## src/hw/rtcisu_pkg.sv

```systemverilog
// constants, types and helpers for the rtc interrupt, status and update block
// assumes a 25 MHz system clock and a 32.768 kHz time base pin
package rtcisu_pkg;
    localparam int TB_HZ = 32768;
    localparam int UIP_LEAD_US = 244;
    localparam int UPD_US = 1984;
    // least times, rounded up to whole time base ticks
    localparam int UIP_LEAD_TICKS = (UIP_LEAD_US * TB_HZ + 999999) / 1000000;
    localparam int UPD_TICKS = (UPD_US * TB_HZ + 999999) / 1000000;
    localparam logic [14:0] DIV_WRAP = 15'h7FFF;
    localparam logic [14:0] DIV_HALF = 15'h4000;
    localparam logic [14:0] UIP_AT = 15'(TB_HZ - UIP_LEAD_TICKS);
    localparam logic [6:0] UPD_LAST = 7'(UPD_TICKS - 1);
    // index map
    localparam logic [6:0] IDX_SEC = 7'h00;
    localparam logic [6:0] IDX_ASEC = 7'h01;
    localparam logic [6:0] IDX_MIN = 7'h02;
    localparam logic [6:0] IDX_AMIN = 7'h03;
    localparam logic [6:0] IDX_HR = 7'h04;
    localparam logic [6:0] IDX_AHR = 7'h05;
    localparam logic [6:0] IDX_DOW = 7'h06;
    localparam logic [6:0] IDX_DATE = 7'h07;
    localparam logic [6:0] IDX_MON = 7'h08;
    localparam logic [6:0] IDX_YEAR = 7'h09;
    localparam logic [6:0] IDX_CTRL_A = 7'h0A;
    localparam logic [6:0] IDX_CTRL_B = 7'h0B;
    localparam logic [6:0] IDX_FLAGS = 7'h0C;
    localparam logic [6:0] IDX_VALID = 7'h0D;
    localparam logic [6:0] IDX_RAM = 7'h0E;
    localparam logic [6:0] IDX_XRAM = 7'h40;
    // control register b and a fields, then other constants
    localparam int B_H24 = 1;
    localparam int B_BIN = 2;
    localparam int B_UIE = 4;
    localparam int B_AIE = 5;
    localparam int B_PIE = 6;
    localparam int B_SET = 7;
    localparam int A_DIVRST = 6;
    localparam logic [1:0] DV_FIXED = 2'h2;
    localparam logic [7:0] LOCKOUT_DATA = 8'hFF;
    localparam logic [1:0] DONT_CARE = 2'h3;
    localparam logic [3:0] RATE_SHORT = 4'h3;
    localparam logic [3:0] RATE_ALIAS = 4'h7;

    typedef struct packed {
        logic sel;
        logic wr;
        logic rd;
        logic [7:0] wdata;
    } rtcisu_io_req_s;

    typedef struct packed {
        logic [1:0] ps_sy;
        logic [1:0] br_sy;
        logic [1:0] tb_sy;
        logic tb_last;
        logic [14:0] div;
        logic [6:0] upd_cnt;
        logic in_upd;
        logic update_pending_bit;
        logic [3:0] rate;
        logic div_rst;
        logic [7:0] ctrl_b;
        logic uf;
        logic af;
        logic pf;
        logic ram_valid_bit;
        logic [6:0] index;
        logic [7:0] rdata;
        logic [9:0][7:0] tm;
        logic [49:0][7:0] ram;
        logic [127:0][7:0] xram;
    } rtcisu_state_s;

    function automatic logic [7:0] bcd2bin(input logic [7:0] v);
        // widen before the product so the tens digit is not cut to 4 bits
        bcd2bin = {4'h0, v[7:4]} * 8'hA + {4'h0, v[3:0]};
    endfunction

    function automatic logic [7:0] bin2bcd(input logic [7:0] v);
        logic [7:0] t;
        t = v / 8'hA;
        bin2bcd = {t[3:0], 4'(v - 8'(t * 8'hA))};
    endfunction
endpackage

```

## src/hw/rtcisu_incr.sv

```systemverilog
// one time or calendar counter step in binary or bcd
// assumes lo and hi are binary and the value is in range
`timescale 1ns/10ps
module rtcisu_incr (
    input wire logic [7:0] val,
    input wire logic bin,
    input wire logic [7:0] lo,
    input wire logic [7:0] hi,
    output logic [7:0] next,
    output logic wrap
);
    logic [7:0] b;
    logic [7:0] nb;

    always_comb begin
        b = bin ? val : rtcisu_pkg::bcd2bin(val);
        wrap = b >= hi;
        nb = wrap ? lo : 8'(b + 8'h1);
        next = bin ? nb : rtcisu_pkg::bin2bcd(nb);
    end
endmodule

```

## src/hw/rtcisu_tap.sv

```systemverilog
// periodic tap select on the time base divider
// assumes cur and nxt are the divider before and after a tick
`timescale 1ns/10ps
module rtcisu_tap (
    input wire logic [14:0] cur,
    input wire logic [14:0] nxt,
    input wire logic [3:0] rate,
    output logic tick
);
    logic [3:0] r;

    always_comb begin
        // rates 1 and 2 repeat the 3.9 ms and 7.8 ms taps
        r = (rate < rtcisu_pkg::RATE_SHORT && rate != 4'h0)
            ? 4'(rate + rtcisu_pkg::RATE_ALIAS) : rate;
        tick = 1'b0;
        if (r != 4'h0) begin
            // falling edge of bit r-2 gives a period of 2^(r-1) ticks
            tick = cur[r - 4'h2] && !nxt[r - 4'h2];
        end
    end
endmodule

```

## src/hw/rtcisu_top.sv

```systemverilog
// rtc flags, valid status, standby ram banks and the once a second update
// assumes the index/data port pair is decoded outside; all pins are async
//
// Operation
// - update end sets update_done_flag
// - flags clear on flags read or bus reset
// - alarm match sets alarm_match_flag
// - periodic tap edge sets flag regardless enable
// - request flag is or of enabled flags
// - irq pin active while request flag set
// - flags bits 0-3 read zero, unwritable
// - status bits 0-6 read zero, unwritable
// - valid bit zero while power sense low
// - valid bit set only by status read
// - 128 extra bytes, two banks at 64-127
// - increments follow binary or bcd format
// - 12 hour pm bit, 24 hour 0-23
// - one update per second when running, not set
// - overflow ripples seconds through year
// - alarm bytes c0-ff match anything
// - time bytes read ff during update, writes still land
// - update pending bit leads update by 244us
// - set mode aborts and blocks updates
// - first update half second after divider release
// - periodic rates 500 ms to 122.070 us
// - enabling a set flag asserts irq at once
// - irq pin open drain, low or released
`timescale 1ns/10ps
module rtcisu_top (
    input wire logic sys_clk,
    input wire logic rst,
    input wire rtcisu_pkg::rtcisu_io_req_s io_req,
    output logic [7:0] io_rdata,
    input wire logic bus_reset_pin,
    input wire logic power_sense_in,
    input wire logic timebase_in,
    input wire logic extra_ram_bank_select,
    input wire logic clock_irq_n_in,
    output logic clock_irq_n_out,
    output logic clock_irq_n_oe
);
    rtcisu_pkg::rtcisu_state_s s_reg;
    rtcisu_pkg::rtcisu_state_s s_next;

    logic tb_tick;
    logic br;
    logic ps;
    logic running;
    logic [14:0] div_nxt;
    logic per_tick;
    logic upd_done;
    logic alarm_hit;
    logic request_pending_flag;
    logic rd_flags;
    logic rd_valid;
    logic wr_data;
    logic h24;
    logic bin;
    logic pm;
    logic day_carry;
    logic [7:0] hr_val;
    logic [7:0] hr_new;
    logic [7:0] dim;
    logic [7:0] mon_b;
    logic [7:0] yr_b;
    logic [6:0][7:0] inc_val;
    logic [6:0][7:0] inc_lo;
    logic [6:0][7:0] inc_hi;
    logic [6:0][7:0] inc_nxt;
    logic [6:0] inc_wrap;
    logic [7:0] rd_mux;

    // counters: 0 sec, 1 min, 2 hour, 3 dow, 4 date, 5 month, 6 year
    genvar gi;
    generate
        for (gi = 0; gi < 7; gi++) begin : g_inc
            rtcisu_incr u_inc (
                .val(inc_val[gi]),
                .bin(bin),
                .lo(inc_lo[gi]),
                .hi(inc_hi[gi]),
                .next(inc_nxt[gi]),
                .wrap(inc_wrap[gi])
            );
        end
    endgenerate

    rtcisu_tap u_tap (
        .cur(s_reg.div),
        .nxt(div_nxt),
        .rate(s_reg.rate),
        .tick(per_tick)
    );

    always_comb begin
        tb_tick = s_reg.tb_sy[1] && !s_reg.tb_last;
        br = s_reg.br_sy[1];
        ps = s_reg.ps_sy[1];
        h24 = s_reg.ctrl_b[rtcisu_pkg::B_H24];
        bin = s_reg.ctrl_b[rtcisu_pkg::B_BIN];
        running = !s_reg.div_rst && !s_reg.ctrl_b[rtcisu_pkg::B_SET];
        div_nxt = s_reg.div;
        if (s_reg.div_rst) begin
            div_nxt = rtcisu_pkg::DIV_HALF;
        end else if (tb_tick) begin
            div_nxt = 15'(s_reg.div + 15'h1);
        end
        upd_done = tb_tick && s_reg.in_upd
            && s_reg.upd_cnt == rtcisu_pkg::UPD_LAST;
        rd_flags = io_req.rd && io_req.sel
            && s_reg.index == rtcisu_pkg::IDX_FLAGS;
        rd_valid = io_req.rd && io_req.sel
            && s_reg.index == rtcisu_pkg::IDX_VALID;
        wr_data = io_req.wr && io_req.sel;
        request_pending_flag =
            (s_reg.pf && s_reg.ctrl_b[rtcisu_pkg::B_PIE])
            || (s_reg.af && s_reg.ctrl_b[rtcisu_pkg::B_AIE])
            || (s_reg.uf && s_reg.ctrl_b[rtcisu_pkg::B_UIE]);
    end

    // calendar step, all counters fed from the current time bytes
    always_comb begin
        hr_val = h24 ? s_reg.tm[rtcisu_pkg::IDX_HR]
            : {1'b0, s_reg.tm[rtcisu_pkg::IDX_HR][6:0]};
        pm = s_reg.tm[rtcisu_pkg::IDX_HR][7];
        mon_b = bin ? s_reg.tm[rtcisu_pkg::IDX_MON]
            : rtcisu_pkg::bcd2bin(s_reg.tm[rtcisu_pkg::IDX_MON]);
        yr_b = bin ? s_reg.tm[rtcisu_pkg::IDX_YEAR]
            : rtcisu_pkg::bcd2bin(s_reg.tm[rtcisu_pkg::IDX_YEAR]);
        unique case (mon_b)
            8'h02: dim = (yr_b[1:0] == 2'h0) ? 8'h1D : 8'h1C;
            8'h04, 8'h06, 8'h09, 8'h0B: dim = 8'h1E;
            default: dim = 8'h1F;
        endcase
        inc_val[0] = s_reg.tm[rtcisu_pkg::IDX_SEC];
        inc_val[1] = s_reg.tm[rtcisu_pkg::IDX_MIN];
        inc_val[2] = hr_val;
        inc_val[3] = s_reg.tm[rtcisu_pkg::IDX_DOW];
        inc_val[4] = s_reg.tm[rtcisu_pkg::IDX_DATE];
        inc_val[5] = s_reg.tm[rtcisu_pkg::IDX_MON];
        inc_val[6] = s_reg.tm[rtcisu_pkg::IDX_YEAR];
        inc_lo = {8'h00, 8'h01, 8'h01, 8'h01,
            h24 ? 8'h00 : 8'h01, 8'h00, 8'h00};
        inc_hi = {8'h63, 8'h0C, dim, 8'h07,
            h24 ? 8'h17 : 8'h0C, 8'h3B, 8'h3B};
        // 12 hour: 11 -> 12 flips pm; pm 11 -> am 12 ends the day
        if (h24) begin
            day_carry = inc_wrap[2];
            hr_new = inc_nxt[2];
        end else begin
            day_carry = pm && inc_nxt[2] == (bin ? 8'h0C : 8'h12);
            hr_new = {pm ^ (inc_nxt[2] == (bin ? 8'h0C : 8'h12)),
                inc_nxt[2][6:0]};
        end
    end

    always_comb begin
        rd_mux = 8'h00;
        if (s_reg.index < rtcisu_pkg::IDX_CTRL_A) begin
            // bus sees no time bytes while the update owns them
            rd_mux = s_reg.in_upd ? rtcisu_pkg::LOCKOUT_DATA
                : s_reg.tm[s_reg.index[3:0]];
        end else if (s_reg.index == rtcisu_pkg::IDX_CTRL_A) begin
            rd_mux = {s_reg.update_pending_bit, s_reg.div_rst, rtcisu_pkg::DV_FIXED,
                s_reg.rate};
        end else if (s_reg.index == rtcisu_pkg::IDX_CTRL_B) begin
            rd_mux = s_reg.ctrl_b;
        end else if (s_reg.index == rtcisu_pkg::IDX_FLAGS) begin
            rd_mux = {request_pending_flag, s_reg.pf, s_reg.af,
                s_reg.uf, 4'h0};
        end else if (s_reg.index == rtcisu_pkg::IDX_VALID) begin
            rd_mux = {s_reg.ram_valid_bit, 7'h00};
        end else if (s_reg.index < rtcisu_pkg::IDX_XRAM) begin
            rd_mux = s_reg.ram[6'(s_reg.index - rtcisu_pkg::IDX_RAM)];
        end else begin
            rd_mux = s_reg.xram[{extra_ram_bank_select,
                s_reg.index[5:0]}];
        end
    end

    always_comb begin
        s_next = s_reg;
        s_next.ps_sy = {s_reg.ps_sy[0], power_sense_in};
        s_next.br_sy = {s_reg.br_sy[0], bus_reset_pin};
        s_next.tb_sy = {s_reg.tb_sy[0], timebase_in};
        s_next.tb_last = s_reg.tb_sy[1];
        s_next.div = div_nxt;
        alarm_hit = 1'b0;
        if (io_req.rd && io_req.sel) begin
            s_next.rdata = rd_mux;
        end
        if (io_req.wr && !io_req.sel) begin
            s_next.index = io_req.wdata[6:0];
        end
        if (running && tb_tick) begin
            if (div_nxt == rtcisu_pkg::UIP_AT) begin
                s_next.update_pending_bit = 1'b1;
            end
            if (div_nxt == 15'h0) begin
                s_next.in_upd = 1'b1;
                s_next.upd_cnt = 7'h0;
            end else if (s_reg.in_upd) begin
                s_next.upd_cnt = 7'(s_reg.upd_cnt + 7'h1);
            end
        end
        if (running && upd_done) begin
            s_next.in_upd = 1'b0;
            s_next.update_pending_bit = 1'b0;
            s_next.tm[rtcisu_pkg::IDX_SEC] = inc_nxt[0];
            if (inc_wrap[0]) begin
                s_next.tm[rtcisu_pkg::IDX_MIN] = inc_nxt[1];
                if (inc_wrap[1]) begin
                    s_next.tm[rtcisu_pkg::IDX_HR] = hr_new;
                    if (day_carry) begin
                        s_next.tm[rtcisu_pkg::IDX_DOW] = inc_nxt[3];
                        s_next.tm[rtcisu_pkg::IDX_DATE] = inc_nxt[4];
                        if (inc_wrap[4]) begin
                            s_next.tm[rtcisu_pkg::IDX_MON] = inc_nxt[5];
                            if (inc_wrap[5]) begin
                                s_next.tm[rtcisu_pkg::IDX_YEAR] = inc_nxt[6];
                            end
                        end
                    end
                end
            end
            alarm_hit =
                (s_reg.tm[rtcisu_pkg::IDX_ASEC][7:6] == rtcisu_pkg::DONT_CARE
                || s_reg.tm[rtcisu_pkg::IDX_ASEC]
                == s_next.tm[rtcisu_pkg::IDX_SEC])
                && (s_reg.tm[rtcisu_pkg::IDX_AMIN][7:6]
                == rtcisu_pkg::DONT_CARE
                || s_reg.tm[rtcisu_pkg::IDX_AMIN]
                == s_next.tm[rtcisu_pkg::IDX_MIN])
                && (s_reg.tm[rtcisu_pkg::IDX_AHR][7:6] == rtcisu_pkg::DONT_CARE
                || s_reg.tm[rtcisu_pkg::IDX_AHR]
                == s_next.tm[rtcisu_pkg::IDX_HR]);
        end
        if (wr_data) begin
            if (s_reg.index < rtcisu_pkg::IDX_CTRL_A) begin
                s_next.tm[s_reg.index[3:0]] = io_req.wdata;
            end else if (s_reg.index == rtcisu_pkg::IDX_CTRL_A) begin
                s_next.rate = io_req.wdata[3:0];
                s_next.div_rst = io_req.wdata[rtcisu_pkg::A_DIVRST];
            end else if (s_reg.index == rtcisu_pkg::IDX_CTRL_B) begin
                s_next.ctrl_b = io_req.wdata;
                if (io_req.wdata[rtcisu_pkg::B_SET]
                    && !s_reg.ctrl_b[rtcisu_pkg::B_SET]) begin
                    s_next.ctrl_b[rtcisu_pkg::B_UIE] = 1'b0;
                end
            end else if (s_reg.index >= rtcisu_pkg::IDX_XRAM) begin
                s_next.xram[{extra_ram_bank_select,
                    s_reg.index[5:0]}] = io_req.wdata;
            end else if (s_reg.index >= rtcisu_pkg::IDX_RAM) begin
                s_next.ram[6'(s_reg.index - rtcisu_pkg::IDX_RAM)] =
                    io_req.wdata;
            end
        end
        // set mode drops a running update; the bytes stay as they were
        if (s_next.ctrl_b[rtcisu_pkg::B_SET]) begin
            s_next.in_upd = 1'b0;
            s_next.update_pending_bit = 1'b0;
        end
        if (br) begin
            s_next.ctrl_b[rtcisu_pkg::B_UIE] = 1'b0;
            s_next.ctrl_b[rtcisu_pkg::B_AIE] = 1'b0;
            s_next.ctrl_b[rtcisu_pkg::B_PIE] = 1'b0;
        end
        // clear first, then sets, so an event in the clearing cycle stays
        if (rd_flags || br) begin
            s_next.uf = 1'b0;
            s_next.af = 1'b0;
            s_next.pf = 1'b0;
        end
        if (running && upd_done) begin
            s_next.uf = 1'b1;
        end
        if (alarm_hit) begin
            s_next.af = 1'b1;
        end
        // a divider forced to its half count makes no tap edges
        if (per_tick && tb_tick && !s_reg.div_rst) begin
            s_next.pf = 1'b1;
        end
        // bus reset leaves the valid bit alone
        s_next.ram_valid_bit = ps && (s_reg.ram_valid_bit || rd_valid);
    end

    always_ff @(posedge sys_clk or posedge rst) begin
        if (rst) begin
            s_reg <= '0;
        end else begin
            s_reg <= s_next;
        end
    end

    assign io_rdata = s_reg.rdata;
    // open drain: only ever pulls low, the wire-or is outside
    assign clock_irq_n_out = 1'b0;
    assign clock_irq_n_oe = request_pending_flag;

    property p_irq_follows;
        @(posedge sys_clk) disable iff (rst)
        (s_reg.uf && s_reg.ctrl_b[rtcisu_pkg::B_UIE]) |-> clock_irq_n_oe;
    endproperty
    a_irq_follows: assert property (p_irq_follows)
        else $error("irq not driven with enabled update flag");

    property p_no_irq;
        @(posedge sys_clk) disable iff (rst)
        !s_reg.uf && !s_reg.af && !s_reg.pf |-> !clock_irq_n_oe;
    endproperty
    a_no_irq: assert property (p_no_irq)
        else $error("irq driven with no flag set");

    property p_clear_read;
        @(posedge sys_clk) disable iff (rst)
        rd_flags && !tb_tick |=> !s_reg.uf && !s_reg.af && !s_reg.pf;
    endproperty
    a_clear_read: assert property (p_clear_read)
        else $error("flags survive a flags read");

    property p_old_flags;
        @(posedge sys_clk) disable iff (rst)
        rd_flags |=> io_rdata[6:4] == {$past(s_reg.pf), $past(s_reg.af),
            $past(s_reg.uf)} && io_rdata[3:0] == 4'h0;
    endproperty
    a_old_flags: assert property (p_old_flags)
        else $error("flags read data wrong");

    property p_valid_low;
        @(posedge sys_clk) disable iff (rst)
        rd_valid |=> io_rdata[6:0] == 7'h00;
    endproperty
    a_valid_low: assert property (p_valid_low)
        else $error("status low bits not zero");

    property p_vrt_ps;
        @(posedge sys_clk) disable iff (rst)
        !s_reg.ps_sy[1] |=> !s_reg.ram_valid_bit;
    endproperty
    a_vrt_ps: assert property (p_vrt_ps)
        else $error("valid bit set without power sense");

    property p_vrt_set;
        @(posedge sys_clk) disable iff (rst)
        !s_reg.ram_valid_bit && !rd_valid |=> !s_reg.ram_valid_bit;
    endproperty
    a_vrt_set: assert property (p_vrt_set)
        else $error("valid bit set without a status read");

    property p_set_blocks;
        @(posedge sys_clk) disable iff (rst)
        s_reg.ctrl_b[rtcisu_pkg::B_SET] |-> !s_reg.in_upd && !s_reg.update_pending_bit;
    endproperty
    a_set_blocks: assert property (p_set_blocks)
        else $error("update runs in set mode");

    property p_uf_set;
        @(posedge sys_clk) disable iff (rst)
        running && upd_done |=> s_reg.uf && !s_reg.in_upd;
    endproperty
    a_uf_set: assert property (p_uf_set)
        else $error("update end did not set flag");
endmodule

```

## config.mk

```make
export PLATFORM = sky130hd
export DESIGN_NAME = rtcisu_top
export DESIGN_NICKNAME = d
export VERILOG_FILES = /design/src/hw/rtcisu_pkg.sv /design/src/hw/rtcisu_incr.sv /design/src/hw/rtcisu_tap.sv /design/src/hw/rtcisu_top.sv
export SDC_FILE = /design/constraint.sdc
export NUM_CORES = 2
export LEC_CHECK = 0
export BUFFER_PORTS_ARGS = -buffer_cell sky130_fd_sc_hd__buf_2
export CORE_MARGIN = 2
export CORE_UTILIZATION = 50
export CTS_CLUSTER_DIAMETER = 80
export DETAILED_ROUTE_END_ITERATION = 8
export PLACE_DENSITY_LB_ADDON = 0.15
export RECOVER_POWER = 100
export SETUP_SLACK_MARGIN = 0.1
export SLEW_MARGIN = 5
export SYNTH_ARGS = -nofsm -noshare
export SYNTH_HDL_FRONTEND = slang
export SYNTH_SLANG_ARGS = --single-unit
```

## constraint.sdc

```tcl
create_clock -name sys_clk -period 104.2 [get_ports sys_clk]
set_input_delay 31.26 -clock sys_clk [delete_from_list [all_inputs] [get_ports sys_clk]]
set_output_delay 31.26 -clock sys_clk [all_outputs]
set_load 0.02 [all_outputs]
```

# == Yosys cells after proc, flatten, opt, wreduce, memory -nomap -nowiden ==
# Cells that the tools add are included.
# totals
input_bits,18
wordCells,458
latch_bits,0
n_memories,0
register_bits,1567
output_inout_bits,10
ram_bits,0
rom_bits,0
# classes
n_bitwise,5
n_reduce_logical,61
muxes,99
eq_ne,20
n_addsub,26
n_shift,0
div,7
mul,14
n_lt_le_gt_ge,19
# ops
op,n
two-way mux 1424 bit,3
two-way mux 1504 bit,1
bitwise mux 1024 bit,1
two-way mux 1024 bit,1
two-way mux 400 bit,2
bitwise mux 400 bit,1
two-way mux 8 bit,49
two-way mux 32 bit,4
bitwise mux 80 bit,1
two-way mux 80 bit,1
adder 8 x 1 -> 8 bit (second input constant),7
adder 8 x 4 -> 8 bit,7
binary-select mux 8 bit (select 7 bit),1
demux 8 bit (select 7 bit),1
divider 8 x 4 -> 8 bit (second input constant),7
multiplier 8 x 3 -> 3 bit (second input constant),7
multiplier 4 x 3 -> 7 bit (second input constant),7
binary-select mux 8 bit (select 6 bit),1
demux 8 bit (select 6 bit),1
binary-select mux 8 bit (select 4 bit),1
demux 8 bit (select 4 bit),1
two-way mux 15 bit,2
equality test 7 x 4 -> 1 bit (second input constant),4
subtractor 4 bit,7
55 further kinds,133

# == Logic depth before layout (Yosys ltp) ==
# logic_depth
ltp_word,21
depth_mapped,37
mapped_depth_nobuf,34

# == Modules after synthesis ==
# Synthesis repeated with hierarchy kept, for this count alone.
# unflattened
hier_cells,6661
area_unflattened_um2,86491.7
# modules_own_cells
module,cells_per_inst,area_each_um2,instances,seq_area_each_um2
rtcisu_top,4954,73865.8,1,39212.6
rtcisu_incr,237,1755.4,7,0.0
rtcisu_tap,48,337.8,1,0.0

# == Worst setup path before layout ==
# No wires, ideal clock.
# synth_timing
path_type,input -> register
startpoint,input extra_ram_bank_select
endpoint,"register s_reg, in the netlist io_rdata[5]"
t_required_ps,104072
stages,11
t_arrival_ps,32972
n_path_buf,1
slack_ps,71101
setup_ps,128
path_cell_list,inv_1 clkbuf_1 mux2i_1 o22ai_1 o21ai_0 o211ai_1 and3_1 a311oi_1 a21oi_1 o21ai_0 o21ai_0
# synth_between
elab_chain_cells,8
# synth_rtl
item,line,rtl
start: declaration,rtcisu_top.sv:37,"input wire logic extra_ram_bank_select,"
binary-select mux 8 bit (select 7 bit),rtcisu_top.sv:176,"rd_mux = s_reg.xram[{extra_ram_bank_select,"
two-way mux 8 bit (not written as such),rtcisu_top.sv:176,
two-way mux 8 bit,rtcisu_top.sv:173,end else if (s_reg.index < rtcisu_pkg::IDX_XRAM) begin
two-way mux 8 bit,rtcisu_top.sv:171,end else if (s_reg.index == rtcisu_pkg::IDX_VALID) begin
two-way mux 8 bit,rtcisu_top.sv:168,end else if (s_reg.index == rtcisu_pkg::IDX_FLAGS) begin
two-way mux 8 bit,rtcisu_top.sv:166,end else if (s_reg.index == rtcisu_pkg::IDX_CTRL_B) begin
two-way mux 8 bit,rtcisu_top.sv:163,end else if (s_reg.index == rtcisu_pkg::IDX_CTRL_A) begin
two-way mux 8 bit,rtcisu_top.sv:159,if (s_reg.index < rtcisu_pkg::IDX_CTRL_A) begin
end signal: assignment,rtcisu_top.sv:292,s_reg <= s_next;
end: declaration,rtcisu_top.sv:42,rtcisu_pkg::rtcisu_state_s s_reg;
# No other way between the ends. The select of a mux whose other input is x is not followed.
# A chain may end at the register's enable or synchronous reset.

==> metrics.md <==
| Metric | Value |
|---|---|
| Initial antenna violation count | `6` |
| Comb power frac | `29.4%` |
| DRT Pass-1 Iters | `5` |
| Hold Vio Cnt, Final | `0` |
| TritonCTS clock tree | `done` |
| Hold Path Depth | `0` |
| Post-synthesis cell area | `0.07786 mm2` |
| Port buffer count | `25` |
| Register Area | `about 0.039 mm2` |
| Core outline area | `0.1544 mm2` |
| CP Data Required Time | `~100 ns` |
| Post-route ant nets | `0` |
| HP Class | `reg -> reg` |
| Clk_lat worst skew | `0.82 ns` |
| Routability congestion estimate | `0.8593` |
| Die width | `398.6 um` |
| Switching share of power | `32.84%` |
| Fraction of layout cells with a size suffix above 1 | `38.46%` |
| Die Y-Extent | `398.6 um` |
| Fin Setup TNS | `0 ns` |
| Final number of setup-violating endpoints | `0` |
| Ys Warns | `0` |
| Hold Startpoint | `s_next[1562]` |
| Seq pwr share | `37.5%` |
| Reg2reg end | `inc_val[55]` |
| Fin crit share | `49.13%` |
| Placed cell areas | `approximately 0.08 mm2` |
| Max-cap violation count | `44` |
| Fin Hold WS | `around 0.35 ns` |
| Post-synth top flop | `dfrtp_1` |
| Worst endpoint data arrival time | `51.13 ns` |
| 1st-iter DRT viols | `3,658` |
| Average wire per standard cell | `25.00 um` |
| Clock skew | `0.03230 ns` |
| Clk root buf | `clkbuf_16` |
| Max frequency | `19.53 MHz` |
| First-pass GRT wire length | `300,700 um` |
| Worst Setup Path Type | `in -> async` |
| Yosys cell types | `108` |
| Internal power | `1256 uW` |
| DRC Markers | `0` |
| Final Instance Area | `0.08526 mm2` |
| Post-synth EDFFs | `0` |
| Clock sinks | `1,567` |
| Setup bufs post-CTS | `0` |
| Total die area | `0.1589 mm2` |
| CP startpoint kind | `input port` |
| CP max FO | `166` |
| Via count | `about 47,000` |
| Post_cts resized | `0` |
| Clock buffer depth | `3` |
| Failing checks | `max-capacitance violations, max-slew violations` |
| H-tree depth | `4` |
| Commonest non-fill, non-tap cell in the layout | `dfrtp_1` |
| Reg2Reg Depth | `31` |
| Peak VDD IR | `0.01734 mV` |
| P_sw | `613.9 uW` |
| Sequential area share after synthesis | `50.36%` |
| Flops & latches, synth | `1,567` |
| Final core occ | `55.22%` |
| Syn Inst Count | `5,633` |
| Critical R2R Launch | `h24` |
| DR vias/cell | `6.130` |
| RSZ-0062 raised after global routing | `no` |
| Relative slew slack | `-476.5%` |
| LEAKAGE | `0.03954 uW` |
| Total GRT Usage | `approximately 25%` |
| Worst min-delay path endpoint | `s_next[1560]` |
| Clock power frac | `33.0%` |
| Vias in the first global route | `around 48,000` |
| DPL Wire Length | `118,900 um` |
| Run status | `complete, but fails checks` |
| Layout fillers | `12,650` |
| Remaining global-route overflow | `0` |
| Io pins | `28` |
| Row count | `144` |
| Mean post-synth cell area | `13.82 um2` |
| Worst Tran Pin Value | `8.648 ns` |
| Min Tclk post-route | `~51 ns` |
| Commonest non-fill, non-tap cells in the layout | `dfrtp_1, mux2_2, nand2_1, mux4_2, o21ai_0` |
| Area Growth Syn to Fin | `9.509%` |
| Nets | `5,674` |
| PwrDens | `approximately 22 mW/mm2` |
| CTS buffer count | `170` |
| Reg2Reg Setup Slack | `between 90 and 100 ns` |
| Largest net degree at the start of global routing | `167` |
| FFs w/ async S/R, synth | `100.0%` |
| Hold buffer count at cts | `0` |
| Slew Viols, Final | `between 2,000 and 3,000` |
| Multi-input logic area | `0.03691 mm2` |
| Clock transition at path regs | `about 0.060 ns` |
| Drt total wl | `between 150,000 and 200,000 um` |
| CP Capture Type | `asynchronous set/reset pin` |
| Starting Density | `50.42%` |
[metal layers]
layer  vias up  part of all wire [%]  track usage [%]
met3       310                   4.7            4.547
met2      1033                    47            39.16
met5         -                 0.018                0
li1      20800                     -                -
met4         4                   2.7            7.177
met1     25240                    45            35.28
[synth_stat cells (45+ instances only)]
cell / n / area, um2
mux2_2: 1352 / 15220
nand2_1: 465 / 1745
xnor2_1: 46 / 402.9
ha_1: 94 / 1176
inv_1: 61 / 229.0
mux2i_1: 73 / 730.7
nand3_1: 55 / 275.3
mux4_2: 465 / 10470
nor2_1: 210 / 788.3
o21ai_0: 234 / 1171
clkbuf_1: 255 / 957.2
xor2_1: 45 / 394.1
dfrtp_1: 1567 / 39210
a21oi_1: 101 / 505.5
buf_2: 55 / 275.3
nor3_1: 48 / 240.2
[critical path, cell delays in order]
cell        delay, ns
buf_2            0.10
clkinvlp_2       2.78
clkbuf_1         6.24
clkbuf_1         2.34
clkbuf_1         2.51
clkbuf_1         2.43
clkbuf_1         3.14
[final cells by class]
cell class,instances,area share [%]
diodes,5,0.01468
clock buffers,250,5.885
clock inverters,61,0.8790
inverters,64,0.2906
multi-input cells,3642,43.29
flip-flops and latches,1567,46.01
well taps,2044,3.000
repair buffers,97,0.6281
[through the flow]
| step | power (uW) | setup WS [ns] | std cells |
|---|---|---|---|
| 2_1_floorplan | 1131 | 28.73 | 5636 |
| 5_1_grt | 1975 | 48.82 | 7725 |
| 6_report | 1870 | 53.00 | 7730 |
| 4_1_cts | 1882 | 68.71 | 7725 |
| 3_3_place_gp | 1249 | 67.88 | 7414 |
| 3_5_place_dp | 1259 | 67.84 | 7414 |
[power groups by stage]
stage                     sequential, uW  clock (uW)  combinational, uW
after floorplan                      697           0                434
after global placement               709           0                539
after detailed placement             712           0                547
after CTS                            701         631                550
after global routing                 709         657                610
final                                702         618                550
[cells by family (layout without fill, tap and decap cells)]
logic type      after synthesis  after routing  share of synthesized area [%]
buf+inv                     427            472                          2.274
flops                      1567           1567                          50.36
mux                        1892           1892                          33.99
other cells                   2             10                       0.009646
xor+xnor                     91             91                          1.024
simple gates                964            964                          5.589
compound gates              574            574                          4.697
fa+ha+maj                   116            116                          2.051
[how the worst max path moves through the flow]
stage | startpoint | end | depth (start not counted)
after floorplan | rst | asynchronous set/reset pin | 1
after global placement | rst | asynchronous set/reset pin | 7
after detailed placement | rst | asynchronous set/reset pin | 7
after CTS | rst | asynchronous set/reset pin | 7
after global routing | rst | asynchronous set/reset pin | 7
final | rst | asynchronous set/reset pin | 7
Power figures use the tool's default switching activity.
